**src/design/tdd_pkg.sv**
```systemverilog
/*
  package for the terminal delay and debounce block: register map, field
  layout, reset values and timing counts.
  assumes a 20 mhz clock and an axi4-lite master with 32-bit data.
*/
`default_nettype none
package tdd_pkg;
  // clock and time base
  localparam int unsigned CLK_HZ        = 20_000_000;
  localparam int unsigned TICK_MS       = 1;      // base tick period, ms
  localparam int unsigned MS_CYCLES     = CLK_HZ / 1000 * TICK_MS;
  localparam int unsigned FILT_TICK_MS  = 2;      // filter sample period
  // delays are held in tenths of a second
  localparam int unsigned DLY_STEP_MS   = 100;
  localparam int unsigned DLY_MAX       = 1000;   // 100.0 s
  localparam int unsigned DLY_W         = 10;
  localparam int unsigned RESP_MAX      = 200;
  localparam int unsigned RESP_W        = 8;
  // counts
  localparam int unsigned N_OUT         = 6;
  localparam int unsigned N_IN          = 9;
  // register map, byte addresses
  localparam logic [7:0] ADDR_DLY_BASE  = 8'h00; // out k: on at 8k, off 8k+4
  localparam logic [7:0] ADDR_RESP_BASE = 8'h40; // input k at 0x40 + 4k
  localparam logic [7:0] ADDR_STATUS    = 8'h80; // live levels
  // status fields
  localparam int unsigned ST_OUT_LSB    = 0;
  localparam int unsigned ST_IN_LSB     = 8;
  localparam int unsigned ST_RAW_LSB    = 20;
  // reset values and bus response codes
  localparam logic [DLY_W-1:0]  DLY_RST  = 10'h000;
  localparam logic [RESP_W-1:0] RESP_RST = 8'h00;
  localparam logic [1:0] RESP_OKAY       = 2'b00;
  localparam logic [1:0] RESP_SLVERR     = 2'b10;
endpackage
`default_nettype wire

```
**src/design/tdd_top.sv**
```systemverilog
/*
  terminal delay and debounce: per-output on/off delays for six output
  terminals and a sampling filter for nine input terminals, with settings
  held in an axi4-lite register file.
  assumes one 20 mhz clock, synchronous active-high reset, raw pins async.
*/
`default_nettype none
module tdd_top #(
  parameter int unsigned MS_CYCLES = tdd_pkg::MS_CYCLES
) (
  input  wire logic                      ref_clk,
  input  wire logic                      srst,
  input  wire logic [tdd_pkg::N_OUT-1:0] out_cond,
  output logic      [tdd_pkg::N_OUT-1:0] out_level,
  input  wire logic [7:0]                in_pin,
  input  wire logic                      forward_run_input,
  output logic      [tdd_pkg::N_IN-1:0]  in_level,
  input  wire logic [7:0]                s_axi_awaddr,
  input  wire logic                      s_axi_awvalid,
  output logic                           s_axi_awready,
  input  wire logic [31:0]               s_axi_wdata,
  input  wire logic [3:0]                s_axi_wstrb,
  input  wire logic                      s_axi_wvalid,
  output logic                           s_axi_wready,
  output logic [1:0]                     s_axi_bresp,
  output logic                           s_axi_bvalid,
  input  wire logic                      s_axi_bready,
  input  wire logic [7:0]                s_axi_araddr,
  input  wire logic                      s_axi_arvalid,
  output logic                           s_axi_arready,
  output logic [31:0]                    s_axi_rdata,
  output logic [1:0]                     s_axi_rresp,
  output logic                           s_axi_rvalid,
  input  wire logic                      s_axi_rready
);
  localparam int unsigned NO = tdd_pkg::N_OUT;
  localparam int unsigned NI = tdd_pkg::N_IN;
  localparam int unsigned DW = tdd_pkg::DLY_W;
  localparam int unsigned RW = tdd_pkg::RESP_W;
  localparam int unsigned MSW = $clog2(MS_CYCLES + 1);

  // elaboration check on the dividers: the filter phase bit only
  // serves a sample period of two millisecond ticks
  if (MS_CYCLES < 1 || tdd_pkg::FILT_TICK_MS != 2) begin : g_chk
    $error("divider settings not supported");
  end

  // whole state of the block
  typedef struct packed {
    logic [MSW-1:0]         ms_cnt;     // clock divider to 1 ms
    logic [6:0]             dms_cnt;    // ms within one 0.1 s step
    logic                   filt_ph;    // splits ms ticks into 2 ms ticks
    logic [NO-1:0][DW-1:0]  on_dly;     // on-delay settings, 0.1 s units
    logic [NO-1:0][DW-1:0]  off_dly;    // off-delay settings
    logic [NO-1:0][DW-1:0]  dly_cnt;    // running delay counters
    logic [NO-1:0]          out_q;      // delayed output levels
    logic [NI-1:0][RW-1:0]  resp;       // response time settings
    logic [NI-1:0][RW-1:0]  agree_cnt;  // consecutive equal samples
    logic [NI-1:0]          sync1;      // first synchroniser stage
    logic [NI-1:0]          sync2;      // second synchroniser stage
    logic [NI-1:0]          filt_q;     // filtered input levels
    logic                   aw_got;     // write address held
    logic                   w_got;      // write data held
    logic [7:0]             aw_addr;
    logic [31:0]            w_data;
    logic [3:0]             w_strb;
    logic                   bvalid;
    logic [1:0]             bresp;
    logic                   rvalid;
    logic [1:0]             rresp;
    logic [31:0]            rdata;
  } tdd_state_t;

  tdd_state_t st_ff;    // registered state
  tdd_state_t nxt_st;   // next state

  // decode of a delay register address: index, off flag, hit
  function automatic logic [4:0] tdd_dly_dec(input logic [7:0] a);
    logic [4:0] r;
    r = {1'b0, a[2], a[5:3]};
    if (a[7:6] == 2'b00 && a[1:0] == 2'b00 && a[5:3] < 3'(NO)) begin
      r[4] = 1'b1;
    end
    return r;
  endfunction

  // decode of a response register address: index and hit
  function automatic logic [4:0] tdd_resp_dec(input logic [7:0] a);
    logic [4:0] r;
    r = {1'b0, a[5:2]};
    if (a[7:6] == 2'b01 && a[1:0] == 2'b00 && a[5:2] < 4'(NI)) begin
      r[4] = 1'b1;
    end
    return r;
  endfunction

  logic        ms_tick;    // one-cycle 1 ms enable
  logic        step_tick;  // one-cycle 0.1 s enable
  logic        filt_tick;  // one-cycle 2 ms enable
  logic [NI-1:0] raw_in;   // pins gathered, forward run on top bit
  logic [4:0]  wdec;
  logic [4:0]  wrdec;
  logic [4:0]  rdec;
  logic [4:0]  rrdec;
  logic        do_wr;

  assign raw_in = {forward_run_input, in_pin};

  // next-state logic
  always_comb begin
    nxt_st = st_ff;
    // dividers
    ms_tick = (st_ff.ms_cnt == MSW'(MS_CYCLES - 1));
    step_tick = ms_tick
      && (st_ff.dms_cnt == 7'(tdd_pkg::DLY_STEP_MS - 1));
    filt_tick = ms_tick && st_ff.filt_ph;
    nxt_st.ms_cnt = ms_tick ? '0 : st_ff.ms_cnt + MSW'(1);
    if (ms_tick) begin
      nxt_st.filt_ph = ~st_ff.filt_ph;
      nxt_st.dms_cnt = step_tick ? '0 : st_ff.dms_cnt + 7'd1;
    end
    // output delay per terminal
    for (int i = 0; i < NO; i++) begin
      if (out_cond[i] == st_ff.out_q[i]) begin
        nxt_st.dly_cnt[i] = '0; // condition agrees, restart timer
      end else if (out_cond[i] && st_ff.on_dly[i] == '0) begin
        nxt_st.out_q[i] = 1'b1;
      end else if (!out_cond[i] && st_ff.off_dly[i] == '0) begin
        nxt_st.out_q[i] = 1'b0;
      end else if (step_tick) begin
        // own settings decide when the level follows
        if (st_ff.dly_cnt[i] + DW'(1) >=
            (out_cond[i] ? st_ff.on_dly[i] : st_ff.off_dly[i])) begin
          nxt_st.out_q[i] = out_cond[i];
          nxt_st.dly_cnt[i] = '0;
        end else begin
          nxt_st.dly_cnt[i] = st_ff.dly_cnt[i] + DW'(1);
        end
      end
    end
    // input filter per terminal
    nxt_st.sync1 = raw_in;
    nxt_st.sync2 = st_ff.sync1;
    for (int j = 0; j < NI; j++) begin
      if (filt_tick) begin
        if (st_ff.sync2[j] == st_ff.filt_q[j]) begin
          nxt_st.agree_cnt[j] = '0;
        end else if (st_ff.agree_cnt[j] >= st_ff.resp[j]) begin
          nxt_st.filt_q[j] = st_ff.sync2[j];
          nxt_st.agree_cnt[j] = '0;
        end else begin
          nxt_st.agree_cnt[j] = st_ff.agree_cnt[j] + RW'(1);
        end
      end
    end
    // write channel: address and data taken in either order
    if (s_axi_awvalid && !st_ff.aw_got) begin
      nxt_st.aw_got = 1'b1;
      nxt_st.aw_addr = s_axi_awaddr;
    end
    if (s_axi_wvalid && !st_ff.w_got) begin
      nxt_st.w_got = 1'b1;
      nxt_st.w_data = s_axi_wdata;
      nxt_st.w_strb = s_axi_wstrb;
    end
    wdec = tdd_dly_dec(st_ff.aw_addr);
    wrdec = tdd_resp_dec(st_ff.aw_addr);
    do_wr = st_ff.aw_got && st_ff.w_got && !st_ff.bvalid;
    if (do_wr) begin
      nxt_st.aw_got = 1'b0;
      nxt_st.w_got = 1'b0;
      nxt_st.bvalid = 1'b1;
      nxt_st.bresp = tdd_pkg::RESP_OKAY;
      if (wdec[4] && &st_ff.w_strb[1:0]
          && st_ff.w_data[15:0] <= 16'(tdd_pkg::DLY_MAX)) begin
        if (wdec[3]) begin
          nxt_st.off_dly[wdec[2:0]] = st_ff.w_data[DW-1:0];
        end else begin
          nxt_st.on_dly[wdec[2:0]] = st_ff.w_data[DW-1:0];
        end
      end else if (wrdec[4] && st_ff.w_strb[0]
                   && st_ff.w_data[15:0] <= 16'(tdd_pkg::RESP_MAX)) begin
        nxt_st.resp[wrdec[3:0]] = st_ff.w_data[RW-1:0];
      end else begin
        nxt_st.bresp = tdd_pkg::RESP_SLVERR; // unmapped, out of range or missing byte lanes
      end
    end
    if (st_ff.bvalid && s_axi_bready) begin
      nxt_st.bvalid = 1'b0;
    end
    // read channel
    rdec = tdd_dly_dec(s_axi_araddr);
    rrdec = tdd_resp_dec(s_axi_araddr);
    if (s_axi_arvalid && !st_ff.rvalid) begin
      nxt_st.rvalid = 1'b1;
      nxt_st.rresp = tdd_pkg::RESP_OKAY;
      nxt_st.rdata = '0;
      if (rdec[4]) begin
        nxt_st.rdata[DW-1:0] = rdec[3] ? st_ff.off_dly[rdec[2:0]]
                                       : st_ff.on_dly[rdec[2:0]];
      end else if (rrdec[4]) begin
        nxt_st.rdata[RW-1:0] = st_ff.resp[rrdec[3:0]];
      end else if (s_axi_araddr == tdd_pkg::ADDR_STATUS) begin
        nxt_st.rdata[tdd_pkg::ST_OUT_LSB +: NO] = st_ff.out_q;
        nxt_st.rdata[tdd_pkg::ST_IN_LSB +: NI] = st_ff.filt_q;
        nxt_st.rdata[tdd_pkg::ST_RAW_LSB +: NI] = st_ff.sync2;
      end else begin
        nxt_st.rresp = tdd_pkg::RESP_SLVERR;
      end
    end else if (st_ff.rvalid && s_axi_rready) begin
      nxt_st.rvalid = 1'b0;
    end
    // synchronous reset
    if (srst) begin
      nxt_st = '0;
      for (int k = 0; k < NO; k++) begin
        nxt_st.on_dly[k] = tdd_pkg::DLY_RST;
        nxt_st.off_dly[k] = tdd_pkg::DLY_RST;
      end
      for (int k = 0; k < NI; k++) begin
        nxt_st.resp[k] = tdd_pkg::RESP_RST;
      end
    end
  end

  // state register
  always_ff @(posedge ref_clk) begin
    st_ff <= nxt_st;
  end

  // outputs
  assign out_level     = st_ff.out_q;
  assign in_level      = st_ff.filt_q;
  assign s_axi_awready = !st_ff.aw_got;
  assign s_axi_wready  = !st_ff.w_got;
  assign s_axi_bvalid  = st_ff.bvalid;
  assign s_axi_bresp   = st_ff.bresp;
  assign s_axi_arready = !st_ff.rvalid;
  assign s_axi_rvalid  = st_ff.rvalid;
  assign s_axi_rresp   = st_ff.rresp;
  assign s_axi_rdata   = st_ff.rdata;
endmodule
`default_nettype wire

```
**config.mk**
```make
export PLATFORM = sky130hd
export DESIGN_NAME = tdd_top
export DESIGN_NICKNAME = d
export VERILOG_FILES = /design/src/design/tdd_pkg.sv /design/src/design/tdd_top.sv
export SDC_FILE = /design/constraint.sdc
export NUM_CORES = 1
export LEC_CHECK = 0
export ABC_AREA = 1
export BUFFER_PORTS_ARGS = -buffer_cell sky130_fd_sc_hd__buf_2
export CAP_MARGIN = 10
export CORE_UTILIZATION = 65
export CTS_BUF_LIST = sky130_fd_sc_hd__clkbuf_16
export DETAILED_ROUTE_END_ITERATION = 10
export GPL_ROUTABILITY_DRIVEN = 0
export PLACE_DENSITY = 0.84
export SKIP_LAST_GASP = 1
export SYNTH_ARGS = -nofsm -noshare
export SYNTH_HDL_FRONTEND = slang
export SYNTH_SLANG_ARGS = --single-unit
```
**constraint.sdc**
```tcl
create_clock -name ref_clk -period 4.1 [get_ports ref_clk]
set_clock_uncertainty 0.1 [all_clocks]
set_input_delay 1.23 -clock ref_clk [delete_from_list [all_inputs] [get_ports ref_clk]]
set_output_delay 1.23 -clock ref_clk [all_outputs]
set_load 0.01 [all_outputs]
```
==> impl_metrics.tcl, run 1 <==
set metrics [dict create \
    outcome "finished, final reports clean" \
    synth_top_family_by_area "simple AND/OR/NAND/NOR gates" \
    drc 0 \
    place_ws_ns 0.649 \
    grt_max_degree 98 \
    required_ns 4.48 \
    ys_seq_elements 438 \
    finalSetupViolations 0 \
    cts_hold_buffers 0 \
    crit_path_start_kind "primary input" \
    hold_violations 0 \
    syn_inst 3959 \
    drtIter0Drc 2528 \
    synth.area.mux_share 0 \
    nNetsFinal 4160 \
    fin_crit_sh 0.750 \
    rsz0062_at_grt "false" \
    grt_pass1_wl_um 112000 \
    dpl.hpwl_um 49000 \
    cp_data_arrival_time_ns 3.46 \
    yosysWarnings 0 \
    min_to "st_ff[100]$_SDFF_PP0_" \
    io_pins 130 \
    synthAdderAreaFrac 0.0721 \
    r2r-end "st_ff[294]$_SDFFE_PP0P_" \
    area_growth_pct 7.30 \
    reg2reg_from "st_ff[291]$_SDFFE_PP0P_" \
    design_area_um2 27700 \
    grt_pass1_vias 22600 \
    cts_setup_buffers 0 \
    via_count 25400 \
    total_power_mw 9.01 \
    path_max_fanout 27 \
    hold-path-cell-count 2 \
    cts_tree "built" \
    clockBufferDepth 3 \
    endpoint_kind "flip-flop" \
    grt-ovfl-total 0 \
    track_usage 0.338 \
    vias_per_cell 5.65 \
    yosys.area_share.simple 0.311 \
    reg2regPathDepth 13 \
    die_w_um 201 \
    synth-seq-area-share 0.339 \
    worstHoldStart "st_ff[109]$_SDFF_PP0_" \
    root_buffer "clkbuf_16" \
    multi_input_area_um2 14400 \
    fin_crit_ns 3.07 \
    wl_per_cell_um 15.6 \
    finalMaxSlewViolations 0 \
    ff_latch_area_um2 8770 \
    ir_drop_mv 0.312 \
    power.density_nw_per_um2 325 \
    hp-class "reg -> reg" \
    fillers 3364 \
    die_area_um2 40600 \
    synth_edf_count 0 \
    die_y_um 201 \
    drive_gt1_frac 0.0629 \
    p_leak_nw 12.3 \
    worst_slew_pin_slew_ns 1.12 \
    r2r_setup_slack_ns 1.21 \
    cts_num_sinks 438 \
    synth_top_flop_cell "dfxtp_1" \
    wl_um 70000 \
    fin_util 0.713 \
    dpl_cell_area_um2 26300 \
    clk-insertion-delay-late_ns 0.60 \
    synth-xor-area-share 0.0319 \
    yosysUniqueCellTypes 40 \
    setup_tns_ns 0 \
    max_freq_mhz 325 \
    io_buffers 103 \
    numCtsBuffers 47 \
    core_area_um2 38900 \
    syn_avg_cell_area_um2 6.53 \
    htreeDepth 2 \
    initial_core_util 0.664 \
    dr.pass1.iters 8 \
    drtAntennaViolNets 0 \
    syn-cell-area_um2 25800 \
    cts_resized 0 \
    ys_async_sr_fraction 0 \
    row_count 72 \
    synth_compound_area_frac 0.140 \
    max_cap_viol_count 0 \
    maxSlewHeadroom 0.255 \
    antenna_found_initial 1 \
    layout_setup_ws_ns 1.03 \
    clkTransAtPathRegs_ns 0.06 \
    crit_type "in -> reg" \
]
[layer usage]
layer | vias up | share of wire | GRT usage
li1 | 12700 | - | -
met1 | 11400 | 0.42 | 0.448
met2 | 1080 | 0.43 | 0.523
met3 | 208 | 0.10 | 0.0747
met4 | 0 | 0.043 | 0.154
met5 | - | 0 | 0
[power by group]
group | switching, mW | internal (mW) | leakage, nW
combinational | 0.501 | 0.188 | 7.98
sequential | 0.0759 | 4.30 | 3.54
clock | 1.77 | 2.17 | 0.739
total | 2.35 | 6.66 | 12.3
[layout make-up]
| type | instances | area share |
|---|---|---|
| clock buffers | 48 | 0.0433 |
| well taps | 518 | 0.0234 |
| clock inverters | 37 | 0.00699 |
| multi-input cells | 2867 | 0.518 |
| flip-flops and latches | 438 | 0.316 |
| inverters | 437 | 0.0594 |
| diodes | 1 | 0.0000902 |
| repair buffers | 146 | 0.0321 |
[critical path, stage by stage]
cell	delay, ns
buf_2	0.22
clkinv_1	0.82
o21ai_0	0.69
nand2_1	0.16
nand2_1	0.10
nand3_1	0.08
nand2_1	0.07
a21oi_1	0.06
[cell usage in the layout, fill, tap and decap left out, types with 8 or more instances in the layout]
master / count
a21oi_1: 422
buf_2: 102
buf_4: 39
clkbuf_16: 48
clkinv_1: 22
conb_1: 8
dfxtp_1: 438
ha_1: 149
inv_1: 435
nand2_1: 915
nand2_2: 9
nand3_1: 261
nand4_1: 88
nor2_1: 541
nor2_4: 15
nor3_1: 58
o21a_1: 17
o21ai_0: 240
xnor2_1: 31
xor2_1: 63
[sequential cells by signal, indices dropped and copies added, names as in the netlist]
signal and flops:
st_ff 393, s_axi_rdata 26, in_level 9, out_level 6, s_axi_bresp 1, s_axi_bvalid 1, s_axi_rresp 1, s_axi_rvalid 1
[logic make-up (layout without fill, tap and decap cells)]
group	after synthesis	after routing
XOR/XNOR	94	94
adder cells (fa/ha/maj)	149	149
AND/OR/NAND/NOR	1912	1912
buffers and inverters	661	668
other	1	9
AO/OA/AOI/OAI	704	704
flip-flops	438	438
[synth_stat cells, types with 3 or more instances]
| master | instances | area (um^2) |
|---|---|---|
| a21boi_0 | 5 | 37.5 |
| a21o_1 | 6 | 45.0 |
| a21oi_1 | 422 | 2110 |
| and3_1 | 3 | 18.8 |
| buf_1 | 15 | 56.3 |
| buf_2 | 37 | 185 |
| buf_4 | 51 | 383 |
| clkbuf_1 | 120 | 450 |
| clkinv_1 | 10 | 37.5 |
| dfxtp_1 | 438 | 8770 |
| ha_1 | 149 | 1860 |
| inv_1 | 421 | 1580 |
| inv_2 | 6 | 22.5 |
| nand2_1 | 915 | 3430 |
| nand2_2 | 9 | 56.3 |
| nand3_1 | 261 | 1310 |
| nand3_2 | 4 | 40.0 |
| nand3b_1 | 4 | 30.0 |
| nand4_1 | 88 | 551 |
| nor2_1 | 542 | 2030 |
| nor2_2 | 4 | 25.0 |
| nor2_4 | 15 | 169 |
| nor3_1 | 58 | 290 |
| nor4_1 | 3 | 18.8 |
| o21a_1 | 17 | 128 |
| o21ai_0 | 240 | 1200 |
| o21bai_1 | 5 | 37.5 |
| or2_2 | 3 | 18.8 |
| xnor2_1 | 31 | 272 |
| xor2_1 | 63 | 552 |
[worst max-delay path by stage]
stage	startpoint	to	slack (ns)	depth (start not counted)
after floorplan	out_cond[2]	st_ff[284]$_SDFFE_PP0P_	1.27	10
final	s_axi_araddr[2]	s_axi_rdata[3]$_SDFFE_PP0P_	1.03	8
after global placement	s_axi_araddr[2]	s_axi_rdata[3]$_SDFFE_PP0P_	0.68	8
after global routing	st_ff[261]$_SDFFE_PP0P_	st_ff[267]$_SDFFE_PP0P_	0.86	14
after CTS	st_ff[261]$_SDFFE_PP0P_	st_ff[263]$_SDFFE_PP0P_	1.23	13
after detailed placement	s_axi_araddr[2]	s_axi_rdata[3]$_SDFFE_PP0P_	0.65	8
[through the flow]
stage               std cells  hold slack, ns
floorplan                3966           0.288
CTS                      4490           0.303
global placement         4405           0.291
global route             4491           0.324
finish                   4492           0.300
detailed placement       4405           0.295
Power figures use the tool's default switching activity.
==> run 2: changes to the inputs <==
--- a/config.mk
+++ b/config.mk
@@ -5,14 +5,14 @@
 export SDC_FILE = /design/constraint.sdc
 export NUM_CORES = 1
 export LEC_CHECK = 0
-export ABC_AREA = 1
+export ABC_AREA = 0
 export BUFFER_PORTS_ARGS = -buffer_cell sky130_fd_sc_hd__buf_2
 export CAP_MARGIN = 10
-export CORE_UTILIZATION = 65
+export CORE_UTILIZATION = 56
 export CTS_BUF_LIST = sky130_fd_sc_hd__clkbuf_16
 export DETAILED_ROUTE_END_ITERATION = 10
 export GPL_ROUTABILITY_DRIVEN = 0
-export PLACE_DENSITY = 0.84
+export PLACE_DENSITY = 0.77
 export SKIP_LAST_GASP = 1
 export SYNTH_ARGS = -nofsm -noshare
 export SYNTH_HDL_FRONTEND = slang
==> constraint.sdc (replaced) <==
create_clock -name ref_clk -period 2.67 [get_ports ref_clk]
set_clock_uncertainty 0.1 [all_clocks]
set_input_delay 0.801 -clock ref_clk [delete_from_list [all_inputs] [get_ports ref_clk]]
set_output_delay 0.801 -clock ref_clk [all_outputs]
set_load 0.01 [all_outputs]
==> run 2 against run 1 <==
The run now ends with setup timing left. Sequential power up 52%. Hold slack worse by 0.012 ns. Register-to-register slack worse by 1.5 ns. Wire length grew 7.1%. Worst setup slack got worse by 1.3 ns. Power grew 57%. Combinational power is 29% higher. Non-clock buffer count is 242 higher. Sequential share of layout area down 2.2 points. Clock-buffer cell count is the same. First-iteration DRC count shrank 7.0%. Critical path type is now reg -> reg. Critical endpoint is now st_ff[274]$_SDFFE_PP0P_. Largest cell class unchanged.
==> impl_metrics.tcl, run 2 <==
set metrics [dict create \
    crit_path_start_kind "flip-flop" \
    p_sw_mw 3.48 \
    largest_register "st_ff" \
    fin_crit_sh 1.12 \
    clkTransAtPathRegs_ns 0.06 \
    pwr-share-clk 0.467 \
    grt-ovfl-total 0 \
    yosysTopAreaCell "dfxtp_1" \
    core_area_um2 43000 \
    max_cap_viol_count 0 \
    track_usage 0.325 \
    yosysWarnings 0 \
    root_buffer "clkbuf_16" \
    path_cells "nand3_4 -> or3_4 -> xnor2_2 -> ha_1 -> a211oi_2 -> o22a_1 -> o31ai_4 -> or4_4 -> or3_1 -> o21ai_1" \
    drive_gt1_frac 0.227 \
    syn_avg_cell_area_um2 8.71 \
    ys_async_sr_fraction 0 \
    yosysMostFrequentCell "dfxtp_1" \
    numCtsBuffers 48 \
    reg2regPathDepth 10 \
    cpPeakStageDelay_ns 0.47 \
    io_buffers 103 \
    critPathBufInv 0 \
    synth_top_area_share 0.360 \
    ys_seq_elements 438 \
    grt_max_degree 186 \
    dr.pass1.iters 6 \
    largest_reg_flops 393 \
    p_int_mw 10.7 \
    final_cell_mix "dfxtp_1 (414), mux2i_1 (309), nor2_1 (292)" \
    syn-cell-area_um2 24400 \
    grt_pass1_vias 21900 \
    layout_commonest_cell "dfxtp_1" \
    outcome "finished with violations" \
    crit_type "reg -> reg" \
    crit_slowest_cell "or4_4" \
    antenna_found_initial 1 \
    finalMaxSlewViolations 0 \
    die_area_um2 44400 \
    dpl.cell_count 3533 \
    p_sw_frac 0.246 \
    fillers 3147 \
    die_w_um 211 \
    dpl.hpwl_um 50700 \
    r2r_setup_slack_ns -0.32 \
    violations "setup timing" \
    endpoint_kind "flip-flop" \
    synth-seq-area-share 0.360 \
    p_leak_nw 12.2 \
    place_ws_ns -0.666 \
    synth_commonest_cells "dfxtp_1 (438), mux2i_1 (309), nor2_1 (304)" \
    layout_setup_ws_ns -0.318 \
    power.density_nw_per_um2 472 \
    path_max_fanout 6 \
    worstHoldStart "s_axi_rready" \
    fin_crit_ns 2.99 \
    fin_hold_ws_ns 0.287 \
    via_count 22600 \
    maxSlewHeadroom 0.455 \
    die_y_um 211 \
    synth_top_flop_cell "dfxtp_1" \
    hold-path-cell-count 2 \
    drtIter0Drc 2350 \
    grt_pass1_wl_um 116000 \
    wl_per_cell_um 20.5 \
    clk-insertion-delay-late_ns 0.61 \
    hold_violations 0 \
    ys_top_cells_by_area "dfxtp_1 (36%), mux2i_1 (13%), ha_1 (7.6%), nor2_1 (4.7%), nand2_1 (2.9%)" \
    power_frac_comb 0.063 \
    max_freq_mhz 335 \
    nNetsFinal 3264 \
    drc 0 \
    cts_hold_buffers 0 \
    hp-class "in -> reg" \
    cts_tree "built" \
    rsz0062_at_grt "true" \
    htreeDepth 2 \
    drtAntennaViolNets 0 \
    synth_edf_count 0 \
    finalNonFillerCells 3664 \
    finalSetupViolations 56 \
    clockBufferDepth 3 \
    reg2reg_from "st_ff[272]$_SDFFE_PP0P_" \
    r2r-end "st_ff[274]$_SDFFE_PP0P_" \
    cts_num_sinks 438 \
    min_to "s_axi_rvalid$_SDFFE_PP0P_" \
    worst_slew_pin_slew_ns 0.818 \
    sequentialPowerShare 0.470 \
    total_power_mw 14.1 \
    cp_top_family "simple AND/OR/NAND/NOR gates" \
    vias_per_cell 6.16 \
    syn_inst 2799 \
    design_area_um2 30000 \
    initial_core_util 0.567 \
    ir_drop_mv 0.778 \
    io_pins 130 \
    cp_data_arrival_time_ns 3.40 \
    required_ns 3.08 \
    wl_um 75000 \
    yosysUniqueCellTypes 63 \
    row_count 76 \
    dpl_cell_area_um2 27100 \
    area_growth_pct 23.0 \
]
[run 2: cell types whose count changed in the layout (fill, tap and decap cells not counted), moves of 140 or more]
cell | before | now
o21ai_0 | 240 | 100
nand3_1 | 261 | 98
nand2_1 | 915 | 182
mux2i_1 | 0 | 309
a21oi_1 | 422 | 110
nor2_1 | 541 | 292
buf_4 | 39 | 242
inv_1 | 435 | 118
[run 2: what timing repair did]
action                     4_1_cts  5_1_grt
setup endpoints to repair       77      102
cloned                           1        1
gates resized for setup        139      103
setup buffers                   19       29
pin swaps                       43       50
[run 2: power by group through the flow]
stage	Sequential [mW]	Clock, mW	Combinational, mW
2_1_floorplan	6.78	0	0.547
3_3_place_gp	6.79	0	0.820
3_5_place_dp	6.79	0	0.841
4_1_cts	6.65	6.66	0.853
5_1_grt	6.65	6.94	0.938
6_report	6.65	6.61	0.887
[run 2: logic make-up after synthesis]
group	count (synthesis)	share of synthesized area
other cells	1	0.000154
buf+inv	315	0.0581
mux	338	0.151
simple gates	1025	0.210
compound gates	457	0.117
flops	438	0.360
fa+ha+maj	149	0.0765
xor+xnor	76	0.0273
[run 2: routing by layer]
layer  global-route usage  part of all wire
met1                0.382              0.39
met2                0.565              0.49
met3               0.0552             0.069
met4                0.171             0.053
met5                    0           0.00019
[run 2: per-stage QoR]
| step | setup TNS [ns] | util |
|---|---|---|
| floorplan | -8.68 | - |
| global placement | -21.00 | 0.630 |
| detailed placement | -26.63 | 0.630 |
| CTS | -6.09 | 0.683 |
| global route | -15.60 | 0.697 |
| finish | -10.16 | 0.698 |
[run 2: worst max-delay path by stage]
stage               slack (ns)                       to                     from  cells past startpoint
floorplan                -0.33  st_ff[296]$_SDFFE_PP0P_              out_cond[3]                     10
global placement         -0.57  st_ff[298]$_SDFFE_PP0P_              out_cond[3]                     10
detailed placement       -0.67  st_ff[295]$_SDFFE_PP0P_              out_cond[3]                      9
CTS                      -0.26  st_ff[316]$_SDFFE_PP0P_  st_ff[312]$_SDFFE_PP0P_                     11
global route             -0.41  st_ff[274]$_SDFFE_PP0P_  st_ff[272]$_SDFFE_PP0P_                     10
finish                   -0.32  st_ff[274]$_SDFFE_PP0P_  st_ff[272]$_SDFFE_PP0P_                     10
[run 2: final cells by class]
cell class,instances,area [um^2],area share
Multi-Input combinational cell,2053,15400,0.515
Sequential cell,438,8830,0.294
Timing Repair Buffer,388,3030,0.101
Clock buffer,48,1200,0.0401
Tap cell,585,732,0.0244
Inverter,112,420,0.0140
Clock inverter,39,332,0.0111
Antenna cell,1,2.50,0.0000835
